[config.mk]
export PLATFORM = sky130hd
export DESIGN_NAME = cei_event_int
export DESIGN_NICKNAME = d
export VERILOG_FILES = /design/src/rtl/cei_i2c_slave.v /design/src/rtl/cei_event_int.v
export VERILOG_INCLUDE_DIRS = /design/src /design/src/inc
export SDC_FILE = /design/constraint.sdc
export NUM_CORES = 1
export LEC_CHECK = 0
export CELL_PAD_IN_SITES_DETAIL_PLACEMENT = 0
export CELL_PAD_IN_SITES_GLOBAL_PLACEMENT = 1
export CORE_MARGIN = 1.5
export CORE_UTILIZATION = 42
export DETAILED_ROUTE_END_ITERATION = 16
export DONT_BUFFER_PORTS = 1
export PLACE_DENSITY = 0.66
export SETUP_SLACK_MARGIN = 0.2
export SYNTH_ARGS = -nofsm -noshare
export SYNTH_HDL_FRONTEND = slang
export SYNTH_SLANG_ARGS = --single-unit
[constraint.sdc]
create_clock -name clk -period 3.3 [get_ports clk]
set_input_delay 0.165 -clock clk [delete_from_list [all_inputs] [get_ports clk]]
set_output_delay 0.165 -clock clk [all_outputs]
set_load 0.03 [all_outputs]
[src/inc/cei_consts.vh]
// Constants for the charger event interrupt and serial register block
`ifndef CEI_CONSTS_VH
`define CEI_CONSTS_VH
`define CEI_SLAVE_ADDR      7'h4B
`define CEI_LAST_REG        8'h0D
`define CEI_UNMAPPED_DATA   8'hFF
`define CEI_PULSE_NS        256000
`define CEI_CLK_NS          5
`define CEI_PULSE_CYCLES    (`CEI_PULSE_NS / `CEI_CLK_NS)
`define CEI_POOR_RETRIES    3'd7
`define CEI_NSRC            14
// Register indices
`define CEI_REG_BATTERY_REGULATION_VOLTAGE        8'h00
`define CEI_REG_CHARGE_CURRENT_SETTING        8'h01
`define CEI_REG_VIN         8'h02
`define CEI_REG_IIN         8'h03
`define CEI_REG_RSVD        8'h04
`define CEI_REG_CTRL1       8'h05
`define CEI_REG_CTRL2       8'h06
`define CEI_REG_INT_STAT    8'h07
`define CEI_REG_FLT_STAT    8'h08
`define CEI_REG_INT_FLAG    8'h09
`define CEI_REG_FLT_FLAG    8'h0A
`define CEI_REG_INT_MASK    8'h0B
`define CEI_REG_FLT_MASK    8'h0C
`define CEI_REG_PART        8'h0D
// Reset values
`define CEI_RST_BATTERY_REGULATION_VOLTAGE        8'hAA
`define CEI_RST_CHARGE_CURRENT_SETTING        8'h46
`define CEI_RST_VIN         8'h04
`define CEI_RST_IIN         8'h13
`define CEI_RST_CTRL1       8'h00
`define CEI_RST_CTRL2       8'h01
// Control bit: charge enable in control 2
`define CEI_BIT_CHG_EN      0
// Thermal limit field in control 1, bits 1:0
`define CEI_TLIM_LSB        0
`define CEI_TLIM_MSB        1
`endif

[src/rtl/cei_i2c_slave.v]
// Serial register port: two-wire slave with auto-incrementing register pointer
`timescale 1ns/100ps
`default_nettype none
`include "cei_consts.vh"
module cei_i2c_slave (
  input  wire       clk,
  input  wire       srst,
  input  wire       scl_in,
  input  wire       sda_in,
  output reg        sda_oe_n,
  output reg        bus_busy,
  output reg  [7:0] reg_addr,
  output reg        wr_stb,
  output reg  [7:0] wr_data,
  output reg        rd_stb,
  input  wire [7:0] rd_data
);
  localparam ST_IDLE = 3'd0;
  localparam ST_DEV  = 3'd1;
  localparam ST_REG  = 3'd2;
  localparam ST_WR   = 3'd3;
  localparam ST_RD   = 3'd4;

  reg  [1:0] scl_sync;
  reg  [1:0] sda_sync;
  reg        scl_q;
  reg        sda_q;
  reg  [2:0] state;
  reg  [3:0] bit_cnt;
  reg  [7:0] shift;
  reg        ack_phase;
  reg        read_dir;
  reg        master_nack;
  reg        rd_reload;
  wire       scl_rise = scl_sync[1] & ~scl_q;
  wire       scl_fall = ~scl_sync[1] & scl_q;
  wire       start_c  = scl_sync[1] & scl_q & sda_q & ~sda_sync[1];
  wire       stop_c   = scl_sync[1] & scl_q & ~sda_q & sda_sync[1];

  // Pins pass two flops; oversampling at 200 MHz covers 400 kbit/s
  always @(posedge clk) begin
    if (srst) begin
      scl_sync <= 2'b11;
      sda_sync <= 2'b11;
      scl_q    <= 1'b1;
      sda_q    <= 1'b1;
    end else begin
      scl_sync <= {scl_sync[0], scl_in};
      sda_sync <= {sda_sync[0], sda_in};
      scl_q    <= scl_sync[1];
      sda_q    <= sda_sync[1];
    end
  end

  always @(posedge clk) begin
    if (srst) begin
      state       <= ST_IDLE;
      bit_cnt     <= 4'd0;
      shift       <= 8'h00;
      ack_phase   <= 1'b0;
      read_dir    <= 1'b0;
      master_nack <= 1'b0;
      rd_reload   <= 1'b0;
      sda_oe_n    <= 1'b1;
      bus_busy    <= 1'b0;
      reg_addr    <= 8'h00;
      wr_stb      <= 1'b0;
      wr_data     <= 8'h00;
      rd_stb      <= 1'b0;
    end else begin
      wr_stb <= 1'b0;
      rd_stb <= 1'b0;
      if (start_c) begin
        bus_busy  <= 1'b1;
        state     <= ST_DEV;
        bit_cnt   <= 4'd0;
        ack_phase <= 1'b0;
        sda_oe_n  <= 1'b1;
      end else if (stop_c) begin
        bus_busy <= 1'b0;
        state    <= ST_IDLE;
        sda_oe_n <= 1'b1;
      end else if (state != ST_IDLE) begin
        if (rd_reload) begin
          // Pointer moved one cycle ago; fetch the next byte while SCL is still low
          rd_reload <= 1'b0;
          shift     <= rd_data;
          rd_stb    <= 1'b1;
          sda_oe_n  <= rd_data[7];
        end else if (scl_rise && !ack_phase) begin
          shift   <= {shift[6:0], sda_sync[1]};
          bit_cnt <= bit_cnt + 4'd1;
        end else if (scl_rise && ack_phase && state == ST_RD) begin
          master_nack <= sda_sync[1];
        end else if (scl_fall) begin
          if (!ack_phase && bit_cnt == 4'd8) begin
            ack_phase <= 1'b1;
            bit_cnt   <= 4'd0;
            case (state)
              ST_DEV: begin
                if (shift[7:1] == `CEI_SLAVE_ADDR) begin
                  sda_oe_n <= 1'b0;
                  read_dir <= shift[0];
                end else begin
                  state <= ST_IDLE;
                end
              end
              ST_REG: begin
                if (shift <= `CEI_LAST_REG) begin
                  sda_oe_n <= 1'b0;
                  reg_addr <= shift;
                end else begin
                  state <= ST_IDLE;
                end
              end
              ST_WR: begin
                sda_oe_n <= 1'b0;
                wr_data  <= shift;
                wr_stb   <= 1'b1;
              end
              ST_RD: begin
                sda_oe_n <= 1'b1;
              end
              default: state <= ST_IDLE;
            endcase
          end else if (ack_phase) begin
            ack_phase <= 1'b0;
            sda_oe_n  <= 1'b1;
            case (state)
              ST_DEV: begin
                if (read_dir) begin
                  state    <= ST_RD;
                  shift    <= rd_data;
                  rd_stb   <= 1'b1;
                  sda_oe_n <= rd_data[7];
                  bit_cnt  <= 4'd0;
                end else begin
                  state <= ST_REG;
                end
              end
              ST_REG: state <= ST_WR;
              ST_WR: reg_addr <= reg_addr + 8'd1;
              ST_RD: begin
                if (master_nack) begin
                  state <= ST_IDLE;
                end else begin
                  reg_addr  <= reg_addr + 8'd1;
                  rd_reload <= 1'b1;
                end
              end
              default: state <= ST_IDLE;
            endcase
          end else if (state == ST_RD && bit_cnt != 4'd0) begin
            // Shifting on each rise leaves the next bit on top
            sda_oe_n <= shift[7];
          end
        end
      end
    end
  end
endmodule  // cei_i2c_slave
`default_nettype wire

[src/rtl/cei_event_int.v]
// Charger event, protection and host interrupt block with serial register port
// Summary of operation
// - Event when a good input source appears or goes away.
// - Event after seven weak-adapter failures, or on capacitor pre-charge failure.
// - Event entering input current, voltage or thermal loop; charge state change.
// - Event on watchdog expiry and once at power-up to signal readiness.
// - Events for input overvolt, thermal shutdown, battery overvolt, cap fault, timer.
// - Every source keeps a live bit, a sticky seen bit and a mask bit.
// - A set mask bit suppresses that source's interrupt pulse.
// - Seen bits clear after host read; set again only on new live edge.
// - Input overvolt stops switching, pulses, sets bits; resumes when cleared.
// - Under-voltage stops switching, clears power good, sets its seen bit.
// - Cap fault stops switching, pulses, sets bits, then tries rebalancing.
// - Failed rebalance sets bits and stays stopped until enable toggles.
// - Outer switch over-current forces inductor discharge for as long as it lasts.
// - Thermal loop reduces current, inhibits termination, halves timer, pulses.
// - Thermal shutdown turns converter off until below hysteresis.
// - Battery overvolt disables charging at once, sets bit, pulses.
// - Slave answers at address 0x4B; direction bit 0 write, 1 read.
// - Reads above the last register return all ones.
// - Standard and fast bit rates supported.
// - Start and stop from master; bus busy between them.
// - Bytes of eight bits, MSB first, then acknowledge.
// - Receiver pulls data low on ninth clock to acknowledge.
// - Each notification is one fixed-length active-low pulse.
// - Undefined register address gets no acknowledge, port returns idle.
// - Multi-byte reads and writes cover all registers.
`timescale 1ns/100ps
`default_nettype none
`include "cei_consts.vh"
module cei_event_int #(
  parameter PULSE_CYCLES = `CEI_PULSE_CYCLES
) (
  input  wire       clk,
  input  wire       srst,
  input  wire       scl_in,
  input  wire       sda_in,
  output reg        sda_oe_n,
  output reg        int_n,
  output reg        switching_en,
  output reg        charge_en,
  output reg        inductor_discharge,
  output reg        termination_inhibit,
  output reg        timer_half_rate,
  output reg        charge_current_reduce,
  output reg  [1:0] thermal_limit_setting,
  output reg        bus_busy,
  input  wire       src_good,
  input  wire       weak_adapter_check_fail,
  input  wire       cap_precharge_fail,
  input  wire       input_current_loop,
  input  wire       input_voltage_loop,
  input  wire       thermal_loop,
  input  wire       watchdog_expired,
  input  wire [2:0] charge_state_code,
  input  wire       input_overvolt,
  input  wire       thermal_shutdown,
  input  wire       battery_overvolt,
  input  wire       flying_capacitor_fault,
  input  wire       rebalance_done,
  input  wire       rebalance_ok,
  input  wire       safety_timer_expired,
  input  wire       outer_overcurrent
);
  // Source order: 0 good,1 weak,2 precharge,3 iin,4 vin,5 therm,6 wdog,7 state,
  // 8 vin ovp,9 thermal_shutdown,10 battery_overvolt,11 cap fault,12 timer,13 rebalance fail
  localparam NS = `CEI_NSRC;

  reg  [NS-1:0] live_sync1;
  reg  [NS-1:0] live;
  reg  [NS-1:0] live_q;
  reg  [NS-1:0] seen;
  reg  [NS-1:0] mask;
  reg  [2:0]    state_sync1;
  reg  [2:0]    state_sync;
  reg  [2:0]    state_q;
  reg  [2:0]    state_d;
  reg           state_chg;
  reg  [2:0]    weak_cnt;
  reg           weak_trip;
  reg  [1:0]    weak_sync;
  reg           weak_prev;
  reg  [2:0]    aux_sync1;
  reg  [2:0]    aux_sync;
  reg           power_up;
  reg  [7:0]    regs [0:6];
  reg  [17:0]   pulse_cnt;
  reg           cap_lock;
  reg           en_q;
  reg  [7:0]    rd_data;
  wire [7:0]    i_addr;
  wire          wr_stb;
  wire [7:0]    wr_data;
  wire          rd_stb;
  wire          sda_oe_n_i;
  wire          busy_i;
  wire [NS-1:0] edge_ev;
  wire [NS-1:0] raw_live;
  wire          fire;
  wire          weak_fail_rise = weak_sync[1] & ~weak_prev;
  integer       i;

  assign raw_live = {1'b0, safety_timer_expired, flying_capacitor_fault, battery_overvolt,
                     thermal_shutdown, input_overvolt, 1'b0, watchdog_expired, thermal_loop,
                     input_voltage_loop, input_current_loop, cap_precharge_fail,
                     1'b0, src_good};

  cei_i2c_slave u_port (
    .clk      (clk),
    .srst     (srst),
    .scl_in   (scl_in),
    .sda_in   (sda_in),
    .sda_oe_n (sda_oe_n_i),
    .bus_busy (busy_i),
    .reg_addr (i_addr),
    .wr_stb   (wr_stb),
    .wr_data  (wr_data),
    .rd_stb   (rd_stb),
    .rd_data  (rd_data)
  );

  // --------------------------------------------------------
  // Live conditions
  // --------------------------------------------------------
  always @(posedge clk) begin
    if (srst) begin
      live_sync1  <= {NS{1'b0}};
      live        <= {NS{1'b0}};
      live_q      <= {NS{1'b0}};
      state_sync1 <= 3'd0;
      state_sync  <= 3'd0;
      state_q     <= 3'd0;
      state_d     <= 3'd0;
      state_chg   <= 1'b0;
      weak_cnt    <= 3'd0;
      weak_trip   <= 1'b0;
    end else begin
      live_sync1  <= raw_live;
      state_sync1 <= charge_state_code;
      state_sync  <= state_sync1;
      state_d     <= state_sync;
      // Bits of the code may land a cycle apart; only a code seen twice counts
      state_chg   <= (state_sync == state_d) && (state_sync != state_q);
      if (state_sync == state_d) begin
        state_q <= state_sync;
      end
      live        <= {cap_lock, live_sync1[12:8], state_chg, live_sync1[6:2], weak_trip, live_sync1[0]};
      live_q      <= live;
      // Count failures in a row; a good source breaks the run
      if (live[0]) begin
        weak_cnt  <= 3'd0;
        weak_trip <= 1'b0;
      end else if (weak_fail_rise) begin
        if (weak_cnt == `CEI_POOR_RETRIES - 3'd1) begin
          weak_trip <= 1'b1;
        end else begin
          weak_cnt <= weak_cnt + 3'd1;
        end
      end
    end
  end

  // Weak-adapter failure input, synchronised separately for its edge
  always @(posedge clk) begin
    if (srst) begin
      weak_sync <= 2'b00;
      weak_prev <= 1'b0;
    end else begin
      weak_sync <= {weak_sync[0], weak_adapter_check_fail};
      weak_prev <= weak_sync[1];
    end
  end

  // Good source: both edges notify; faults and loops notify on entry
  assign edge_ev = (live ^ live_q) & {{(NS-1){1'b0}}, 1'b1}
                 | (live & ~live_q) & {{(NS-1){1'b1}}, 1'b0};

  // --------------------------------------------------------
  // Seen flags, masks and pulse
  // --------------------------------------------------------
  function [7:0] pack_byte;
    input [NS-1:0] v;
    input          hi;
    begin
      pack_byte = hi ? {2'b00, v[13:8]} : v[7:0];
    end
  endfunction

  assign fire = |(edge_ev & ~mask) | power_up;

  always @(posedge clk) begin
    if (srst) begin
      seen      <= {NS{1'b0}};
      power_up  <= 1'b1;
      pulse_cnt <= 18'd0;
      int_n     <= 1'b1;
    end else begin
      power_up <= 1'b0;
      // Set wins over a read-clear in the same cycle
      for (i = 0; i < NS; i = i + 1) begin
        if (edge_ev[i]) begin
          seen[i] <= 1'b1;
        end else if (rd_stb && ((i_addr == `CEI_REG_INT_FLAG && i < 8) ||
                                (i_addr == `CEI_REG_FLT_FLAG && i >= 8))) begin
          seen[i] <= 1'b0;
        end
      end
      if (power_up) begin
        seen[6] <= 1'b1;
      end
      if (pulse_cnt != 18'd0) begin
        pulse_cnt <= pulse_cnt - 18'd1;
        int_n     <= (pulse_cnt == 18'd1);
      end else if (fire) begin
        pulse_cnt <= PULSE_CYCLES[17:0];
        int_n     <= 1'b0;
      end
    end
  end

  // --------------------------------------------------------
  // Registers
  // --------------------------------------------------------
  always @(posedge clk) begin
    if (srst) begin
      regs[0] <= `CEI_RST_BATTERY_REGULATION_VOLTAGE;
      regs[1] <= `CEI_RST_CHARGE_CURRENT_SETTING;
      regs[2] <= `CEI_RST_VIN;
      regs[3] <= `CEI_RST_IIN;
      regs[4] <= 8'h00;
      regs[5] <= `CEI_RST_CTRL1;
      regs[6] <= `CEI_RST_CTRL2;
      mask    <= {NS{1'b0}};
    end else if (wr_stb) begin
      if (i_addr < `CEI_REG_INT_STAT) begin
        regs[i_addr[2:0]] <= wr_data;
      end else if (i_addr == `CEI_REG_INT_MASK) begin
        mask[7:0] <= wr_data;
      end else if (i_addr == `CEI_REG_FLT_MASK) begin
        mask[13:8] <= wr_data[5:0];
      end
    end
  end

  always @* begin
    case (i_addr)
      `CEI_REG_INT_STAT: rd_data = pack_byte(live, 1'b0);
      `CEI_REG_FLT_STAT: rd_data = pack_byte(live, 1'b1);
      `CEI_REG_INT_FLAG: rd_data = pack_byte(seen, 1'b0);
      `CEI_REG_FLT_FLAG: rd_data = pack_byte(seen, 1'b1);
      `CEI_REG_INT_MASK: rd_data = pack_byte(mask, 1'b0);
      `CEI_REG_FLT_MASK: rd_data = pack_byte(mask, 1'b1);
      `CEI_REG_PART:     rd_data = 8'h00;
      default: begin
        if (i_addr < `CEI_REG_INT_STAT) begin
          rd_data = regs[i_addr[2:0]];
        end else begin
          rd_data = `CEI_UNMAPPED_DATA;
        end
      end
    endcase
  end

  // --------------------------------------------------------
  // Protection responses
  // --------------------------------------------------------
  always @(posedge clk) begin
    if (srst) begin
      cap_lock              <= 1'b0;
      en_q                  <= 1'b0;
      aux_sync1             <= 3'd0;
      aux_sync              <= 3'd0;
      switching_en          <= 1'b0;
      charge_en             <= 1'b0;
      inductor_discharge    <= 1'b0;
      termination_inhibit   <= 1'b0;
      timer_half_rate       <= 1'b0;
      charge_current_reduce <= 1'b0;
      thermal_limit_setting <= 2'd0;
      sda_oe_n              <= 1'b1;
      bus_busy              <= 1'b0;
    end else begin
      en_q      <= regs[6][`CEI_BIT_CHG_EN];
      aux_sync1 <= {outer_overcurrent, rebalance_ok, rebalance_done};
      aux_sync  <= aux_sync1;
      // Only a fresh enable edge clears the lock, not a held enable
      if (live[11] && aux_sync[0] && !aux_sync[1]) begin
        cap_lock <= 1'b1;
      end else if (regs[6][`CEI_BIT_CHG_EN] && !en_q) begin
        cap_lock <= 1'b0;
      end
      switching_en <= live[0] & ~live[8] & ~live[9] & ~live[11] & ~cap_lock;
      charge_en    <= regs[6][`CEI_BIT_CHG_EN] & ~live[10] & ~cap_lock;
      inductor_discharge    <= aux_sync[2];
      termination_inhibit   <= live[5] | live[3] | live[4];
      timer_half_rate       <= live[5] | live[3] | live[4];
      charge_current_reduce <= live[5];
      thermal_limit_setting <= regs[5][`CEI_TLIM_MSB:`CEI_TLIM_LSB];
      sda_oe_n <= sda_oe_n_i;
      bus_busy <= busy_i;
    end
  end
endmodule  // cei_event_int
`default_nettype wire

# ---- Word level (Yosys, flattened, before mapping)
# Memory sizes are Yosys's and may differ from the RTL's. A register that Yosys moved wholly into a read port is not among the register bits.
# Index checks and enable logic that the tools add are counted.
dict set report classes {
  add_sub_neg 4
  order_cmp 2
  eq_ne 41
  n_mux 104
  n_bitwise 44
  reduce_logical 72
}
# op count
set op_table {}
lappend op_table {{two-way mux 8 bit} 15}
lappend op_table {{two-way mux 1 bit} 66}
lappend op_table {{one-hot mux 8 bit (7 select lines)} 1}
lappend op_table {{equality test 8 x 4 -> 1 bit, second input constant} 6}
lappend op_table {{nonzero test 2 bit} 19}
lappend op_table {{two-way mux 18 bit} 2}
lappend op_table {{nonzero test 3 bit} 12}
lappend op_table {{bitwise AND 14 bit} 2}
lappend op_table {{two-way mux 4 bit} 7}
lappend op_table {{inverter 14 bit} 2}
lappend op_table {{two-way mux 3 bit} 9}
lappend op_table {{AND reduction 11 bit} 2}
lappend op_table {{inverter 1 bit} 21}
lappend op_table {{equality test 18 x 1 -> 1 bit, second input constant} 1}
lappend op_table {{AND reduction 9 bit} 2}
lappend op_table {{nonzero test 18 bit} 1}
lappend op_table {{subtractor 18 x 1 -> 18 bit, second input constant} 1}
lappend op_table {{one-hot mux 8 bit (2 select lines)} 1}
lappend op_table {{AND reduction 8 bit} 2}
lappend op_table {{bitwise AND 1 bit} 14}
lappend op_table {{OR 1 x 14 -> 14 bit} 1}
lappend op_table {{OR reduction 14 bit} 1}
lappend op_table {{inequality test 3 x 1 -> 1 bit, second input constant} 4}
lappend op_table {{inequality test 3 bit, second input constant} 4}
lappend op_table {{other kinds (41)} 71}
dict set report word_totals {
  reg_bits 167
  ramBits 56
  input_bits 22
  out_inout_bits 11
  elab_cells 328
  memories 1
}
# name words word_bits rd rd_ports_with_merged_regs write_ports line_no
set memory_table {}
lappend memory_table {regs 7 8 3 2 7 cei_event_int.v:86} ;# reg [7:0] regs [0:6];

# ---- Logic depth before layout (Yosys ltp)
dict set report logic_depth {
  ltp_word 11
  ltp_mapped 10
  depth_no_buf 7
}

# ---- Modules after synthesis
# A second synthesis with hierarchy kept.
dict set report hier_totals {
  cells_unflattened 1011
  hier_area_um2 9794.4
}
# module n_inst cells_per_inst area_per_inst_um2 seq_area_each_um2
set by_module_without_submodules {}
lappend by_module_without_submodules {cei_event_int 1 714 7362.1 4063.9}
lappend by_module_without_submodules {cei_i2c_slave 1 297 2432.3 900.9}

# ---- Worst setup path before layout
# OpenSTA, ideal clock, no wires.
dict set report synth_timing {
  path_kind {reg-to-reg}
  startpoint {register u_port.reg_addr[4]}
  endpoint {memory regs[7][0], enable pin}
  setup_time_ps 395
  arrival_time_ps 2355
  required_time_ps 2905
  setup_slack_ps 550
  path_stages_with_launch 5
  n_path_buf 1
  synth_period_minus_slack_ps 2750
  path_cell_list {dfxtp_1 nor4_1 clkbuf_1 nand2_1 nor4_1}
}
# item line_no
set synth_rtl {}
lappend synth_rtl {{start, declared} cei_i2c_slave.v:12} ;# output reg [7:0] reg_addr,
lappend synth_rtl {{start signal, assigned} cei_i2c_slave.v:111} ;# reg_addr <= shift;
lappend synth_rtl {{start signal, assigned} cei_i2c_slave.v:142} ;# ST_WR: reg_addr <= reg_addr + 8'd1;
lappend synth_rtl {{start signal, assigned} cei_i2c_slave.v:147} ;# reg_addr <= reg_addr + 8'd1;
lappend synth_rtl {{end, declared} cei_event_int.v:86}

==> metrics.md <==
| Metric | Value |
|---|---|
| Outcome | `completed` |
| Slew @ Worst Pin | `837 ps` |
| Initial antenna violation count | `0` |
| Ports | `33` |
| Final RePlAce weighted congestion | `0.811` |
| YS warnings | `0` |
| Fillers | `2241` |
| Min-Delay Path Depth | `2` |
| Reg2reg end | `regs[2][3]$_SDFFCE_PN0P_` |
| Clock power share | `41.3%` |
| Clk_skew | `10.8 ps` |
| Multi-input logic area | `4400 sq um` |
| Row count | `56` |
| Critical Setup Path Class | `reg -> reg` |
| Cell count after synthesis | `1005` |
| Pins Over Slew Limit | `0` |
| Worst-path maximum fanout | `9` |
| R2R Setup Slk | `680 ps` |
| Origin of the worst min-delay path | `srst` |
| Reg2reg start | `u_port.reg_addr[1]$_SDFFE_PP0N_` |
| First-pass GRT wire length | `39.2 mm` |
| DR vias/cell | `5.42` |
| Synth area leader | `dfxtp_1` |
| Post-CTS Setup Bufs | `0` |
| Yosys reg bits | `235` |
| Clock tree buffer depth | `3` |
| Die height | `157 microns` |
| Main flop type after synthesis | `dfxtp_1` |
| Register area | `5270 sq um` |
| Core box area | `23400 sq um` |
| Sequential Power Share | `45.1%` |
| Switching power | `1910 uW` |
| Die area | `24800 sq um` |
| FF-to-FF path depth | `7` |
| H-Tree Depth | `1` |
| Max_cap viols | `0` |
| Pleak | `0.00429 uW` |
| Sequential area share after synthesis | `52.6%` |
| Grt ovf | `0` |
| Total CTS buffers | `26` |
| Final wirelength | `24.8 mm` |
| Min-delay worst type | `in -> reg` |
| Switch share | `26.3%` |
| Post-Route Setup TNS | `0 ps` |
| Clk root buf | `clkbuf_16` |
| Worst Hold Path EP | `seen[13]$_SDFFE_PP0P_` |
| Crit path time final | `2620 ps` |
| RSZ-0062 raised after global routing | `no` |
| Syn avg cell area | `9.95 sq um` |
| Clk_lat worst skew | `540 ps` |
| Internal Power | `5350 uW` |
| Netlist cell types | `74` |
| Data arrival time of the worst path | `2820 ps` |
| Routed Antenna Nets | `0` |
| Max frequency | `382 MHz` |
| Share of cells above drive strength 1 | `9.57%` |
| Crit path capture type | `register` |
| Post-Syn Area | `10000 sq um` |
| Die width | `157 microns` |
| Critical path startpoint category | `register` |
| Initial Utilization | `42.8%` |
| ANT cells | `0` |
| Post-synth net total | `1038` |
| Gr usage total | `20.4%` |
| Combinational Power Share | `13.6%` |
| Vias in the first global route | `6956` |
| Resized cells post-CTS | `0` |
| Drt wl/cell | `18.3 microns` |
| Worst vdd ir | `0.587 mV` |
| Number of synthesized flops with an enable pin | `56` |
| Inst Count DP | `1283` |
| Final Hold Viols | `0` |
| Max_slew headroom | `42.8%` |
| Clk sinks | `235` |
| Final Non-Filler Cells | `1353` |
| Area Growth Syn to Fin | `14.5%` |
| Residual DRC | `0` |
| Final setup vio count | `0` |
| Final HPWL DP | `16.4 mm` |
| Largest net degree at the start of global routing | `150` |
| DR pass1 iterations | `6` |
| Area contributors post-synth | `dfxtp_1 (36%), edfxtp_1 (17%), nor2b_1 (5.0%), mux2i_1 (4.0%), nor2_1 (3.5%)` |
| Buffers on Ports | `0` |
| Top cell type's share of synthesized area | `35.8%` |
| Crit path required time | `3500 ps` |
| Vias post-DR | `7338` |
| CTS tree | `yes` |
| Net count, final | `1047` |
| Placed Instance Area | `10300 sq um` |
| Clock slew seen by the registers of the worst setup and hold paths | `60 ps` |
| Fin crit share | `79.4%` |
| Synth async-reset ratio | `0%` |
| P per Cell Area | `634 nW/um^2` |
| 1st-iter DRT viols | `488` |
| Final instance area | `11500 sq um` |
| Total Power | `7260 uW` |
==> worst max path at each step <==
stage                                         start                  endpoint  slack [ps]  depth (start not counted)
floorplan           u_port.reg_addr[4]$_SDFFE_PP0N_      regs[7][0]$_DFFE_PP_         550                          4
global placement    u_port.reg_addr[1]$_SDFFE_PP0N_  regs[2][1]$_SDFFCE_PN0P_         750                          7
detailed placement  u_port.reg_addr[1]$_SDFFE_PP0N_  regs[2][0]$_SDFFCE_PN0P_         710                          7
CTS                 u_port.reg_addr[1]$_SDFFE_PP0N_  regs[2][3]$_SDFFCE_PN0P_         690                          7
global route        u_port.reg_addr[1]$_SDFFE_PP0N_  regs[2][3]$_SDFFCE_PN0P_         440                          7
finish              u_port.reg_addr[1]$_SDFFE_PP0N_  regs[2][3]$_SDFFCE_PN0P_         680                          7
==> final cells by class <==
cell class                      count  share of cell area (%)
Sequential cell                   235                    46.0
Timing Repair Buffer               36                    3.10
Clock inverter                     11                    1.29
Tap cell                          319                    3.48
Inverter                           38                    1.25
Clock buffer                       37                    6.48
Multi-Input combinational cell    677                    38.4
==> power groups by stage <==
stage | Sequential (uW) | Combinational, uW | Clock [uW]
floorplan | 3290 | 819 | 0
global placement | 3340 | 930 | 0
detailed placement | 3340 | 939 | 0
CTS | 3280 | 995 | 3060
global route | 3300 | 1100 | 3180
finish | 3280 | 985 | 3000
==> layout by cell type (no fill, tap or decap), types with 6 or more instances in the layout <==
cell,synthesis,final
dfxtp_1,179,179
nor2_1,94,94
nor2b_1,80,80
nand2_1,66,66
edfxtp_1,56,56
a21oi_1,42,42
mux2i_1,40,40
inv_1,38,38
o21ai_0,34,34
nand3_1,26,26
clkbuf_16,0,26
nor3_1,23,23
dlygate4sd3_1,0,21
mux2_2,18,18
and3_1,16,16
o31ai_1,15,15
nor3b_1,14,14
a22o_1,14,14
buf_4,1,13
or3_1,12,12
ha_1,11,11
nor4_1,12,10
a2111oi_0,10,10
or2_2,9,9
a31oi_1,9,9
xor2_1,9,9
a221oi_1,8,8
nand2b_1,7,7
xnor2_1,7,7
o32ai_1,7,7
o22a_1,7,7
o22ai_1,7,7
or4_1,6,6
a211oi_1,6,6
clkbuf_1,42,6
==> worst max-delay path, cell delays in order (launching register included) <==
cell	delay [ps]
dfxtp_1	400
ha_1	320
a21o_1	220
nor4_1	320
buf_4	210
and2b_1	220
nand2_1	230
nand2_1	350
==> kinds of logic after synthesis <==
family | Yosys count | share of synthesized area [%]
and+or+nand+nor | 396 | 21.2
DFF | 235 | 52.6
AOI/OAI and AO/OA | 195 | 13.5
buffers and inverters | 93 | 3.65
muxes | 59 | 6.25
xor gates and xnor gates | 16 | 1.40
adders and majority gates | 11 | 1.38
==> registers in the layout, summed over array words and instances, names as in the netlist, 4 cells and up, named ones only <==
name and flops:
u_port.reg_addr 8, u_port.bit_cnt 4, mask 14, regs 64, u_port.shift 8, live 14
live_q 14, u_port.wr_data 8, seen 14, live_sync1 11, pulse_cnt 18
==> per-stage QoR <==
stage,hold slack [ps],util (%),worst slack [ps]
2_1_floorplan,193,-,550
3_3_place_gp,233,44.1,755
3_5_place_dp,230,44.1,711
4_1_cts,56.0,48.9,687
5_1_grt,78.1,48.9,444
6_report,61.6,48.9,681
==> cells in the mapped netlist (all sizes together) (3+ instances only) <==
library cell,instances
buf,13
a31oi,9
nor2b,80
nor4,12
clkbuf,42
nor3,24
and3,16
or4b,4
o21a,3
dfxtp,179
nand3b,3
mux2i,40
or3,12
ha,11
xor2,9
a41oi,3
a21oi,42
or2,9
or4,7
a21o,4
o21ai,35
edfxtp,56
a2111oi,10
o31ai,15
xnor2,7
o22a,7
mux2,18
a311oi,5
o22ai,7
nor3b,15
a22o,14
inv,38
nor2,95
nand3,27
nand2b,7
nand2,66
and2,4
a221oi,8
and4,3
nand4,5
a211oi,7
o32ai,7
==> routing by layer <==
layer / global-route usage, % / wire [microns] / share of wire, %
met1: 28.2 / 11600 / 47
met2: 33.3 / 11500 / 47
met3: 3.08 / 1070 / 4.3
met4: 5.53 / 550 / 2.2
met5: 0 / 0 / 0
==> what timing repair did <==
action	4_1_cts	5_1_grt
endpoints found under the setup margin	0	0
hold buffers	22	0
endpoints found under the hold margin	161	0
Note: power is estimated with default switching activity, not from simulation.
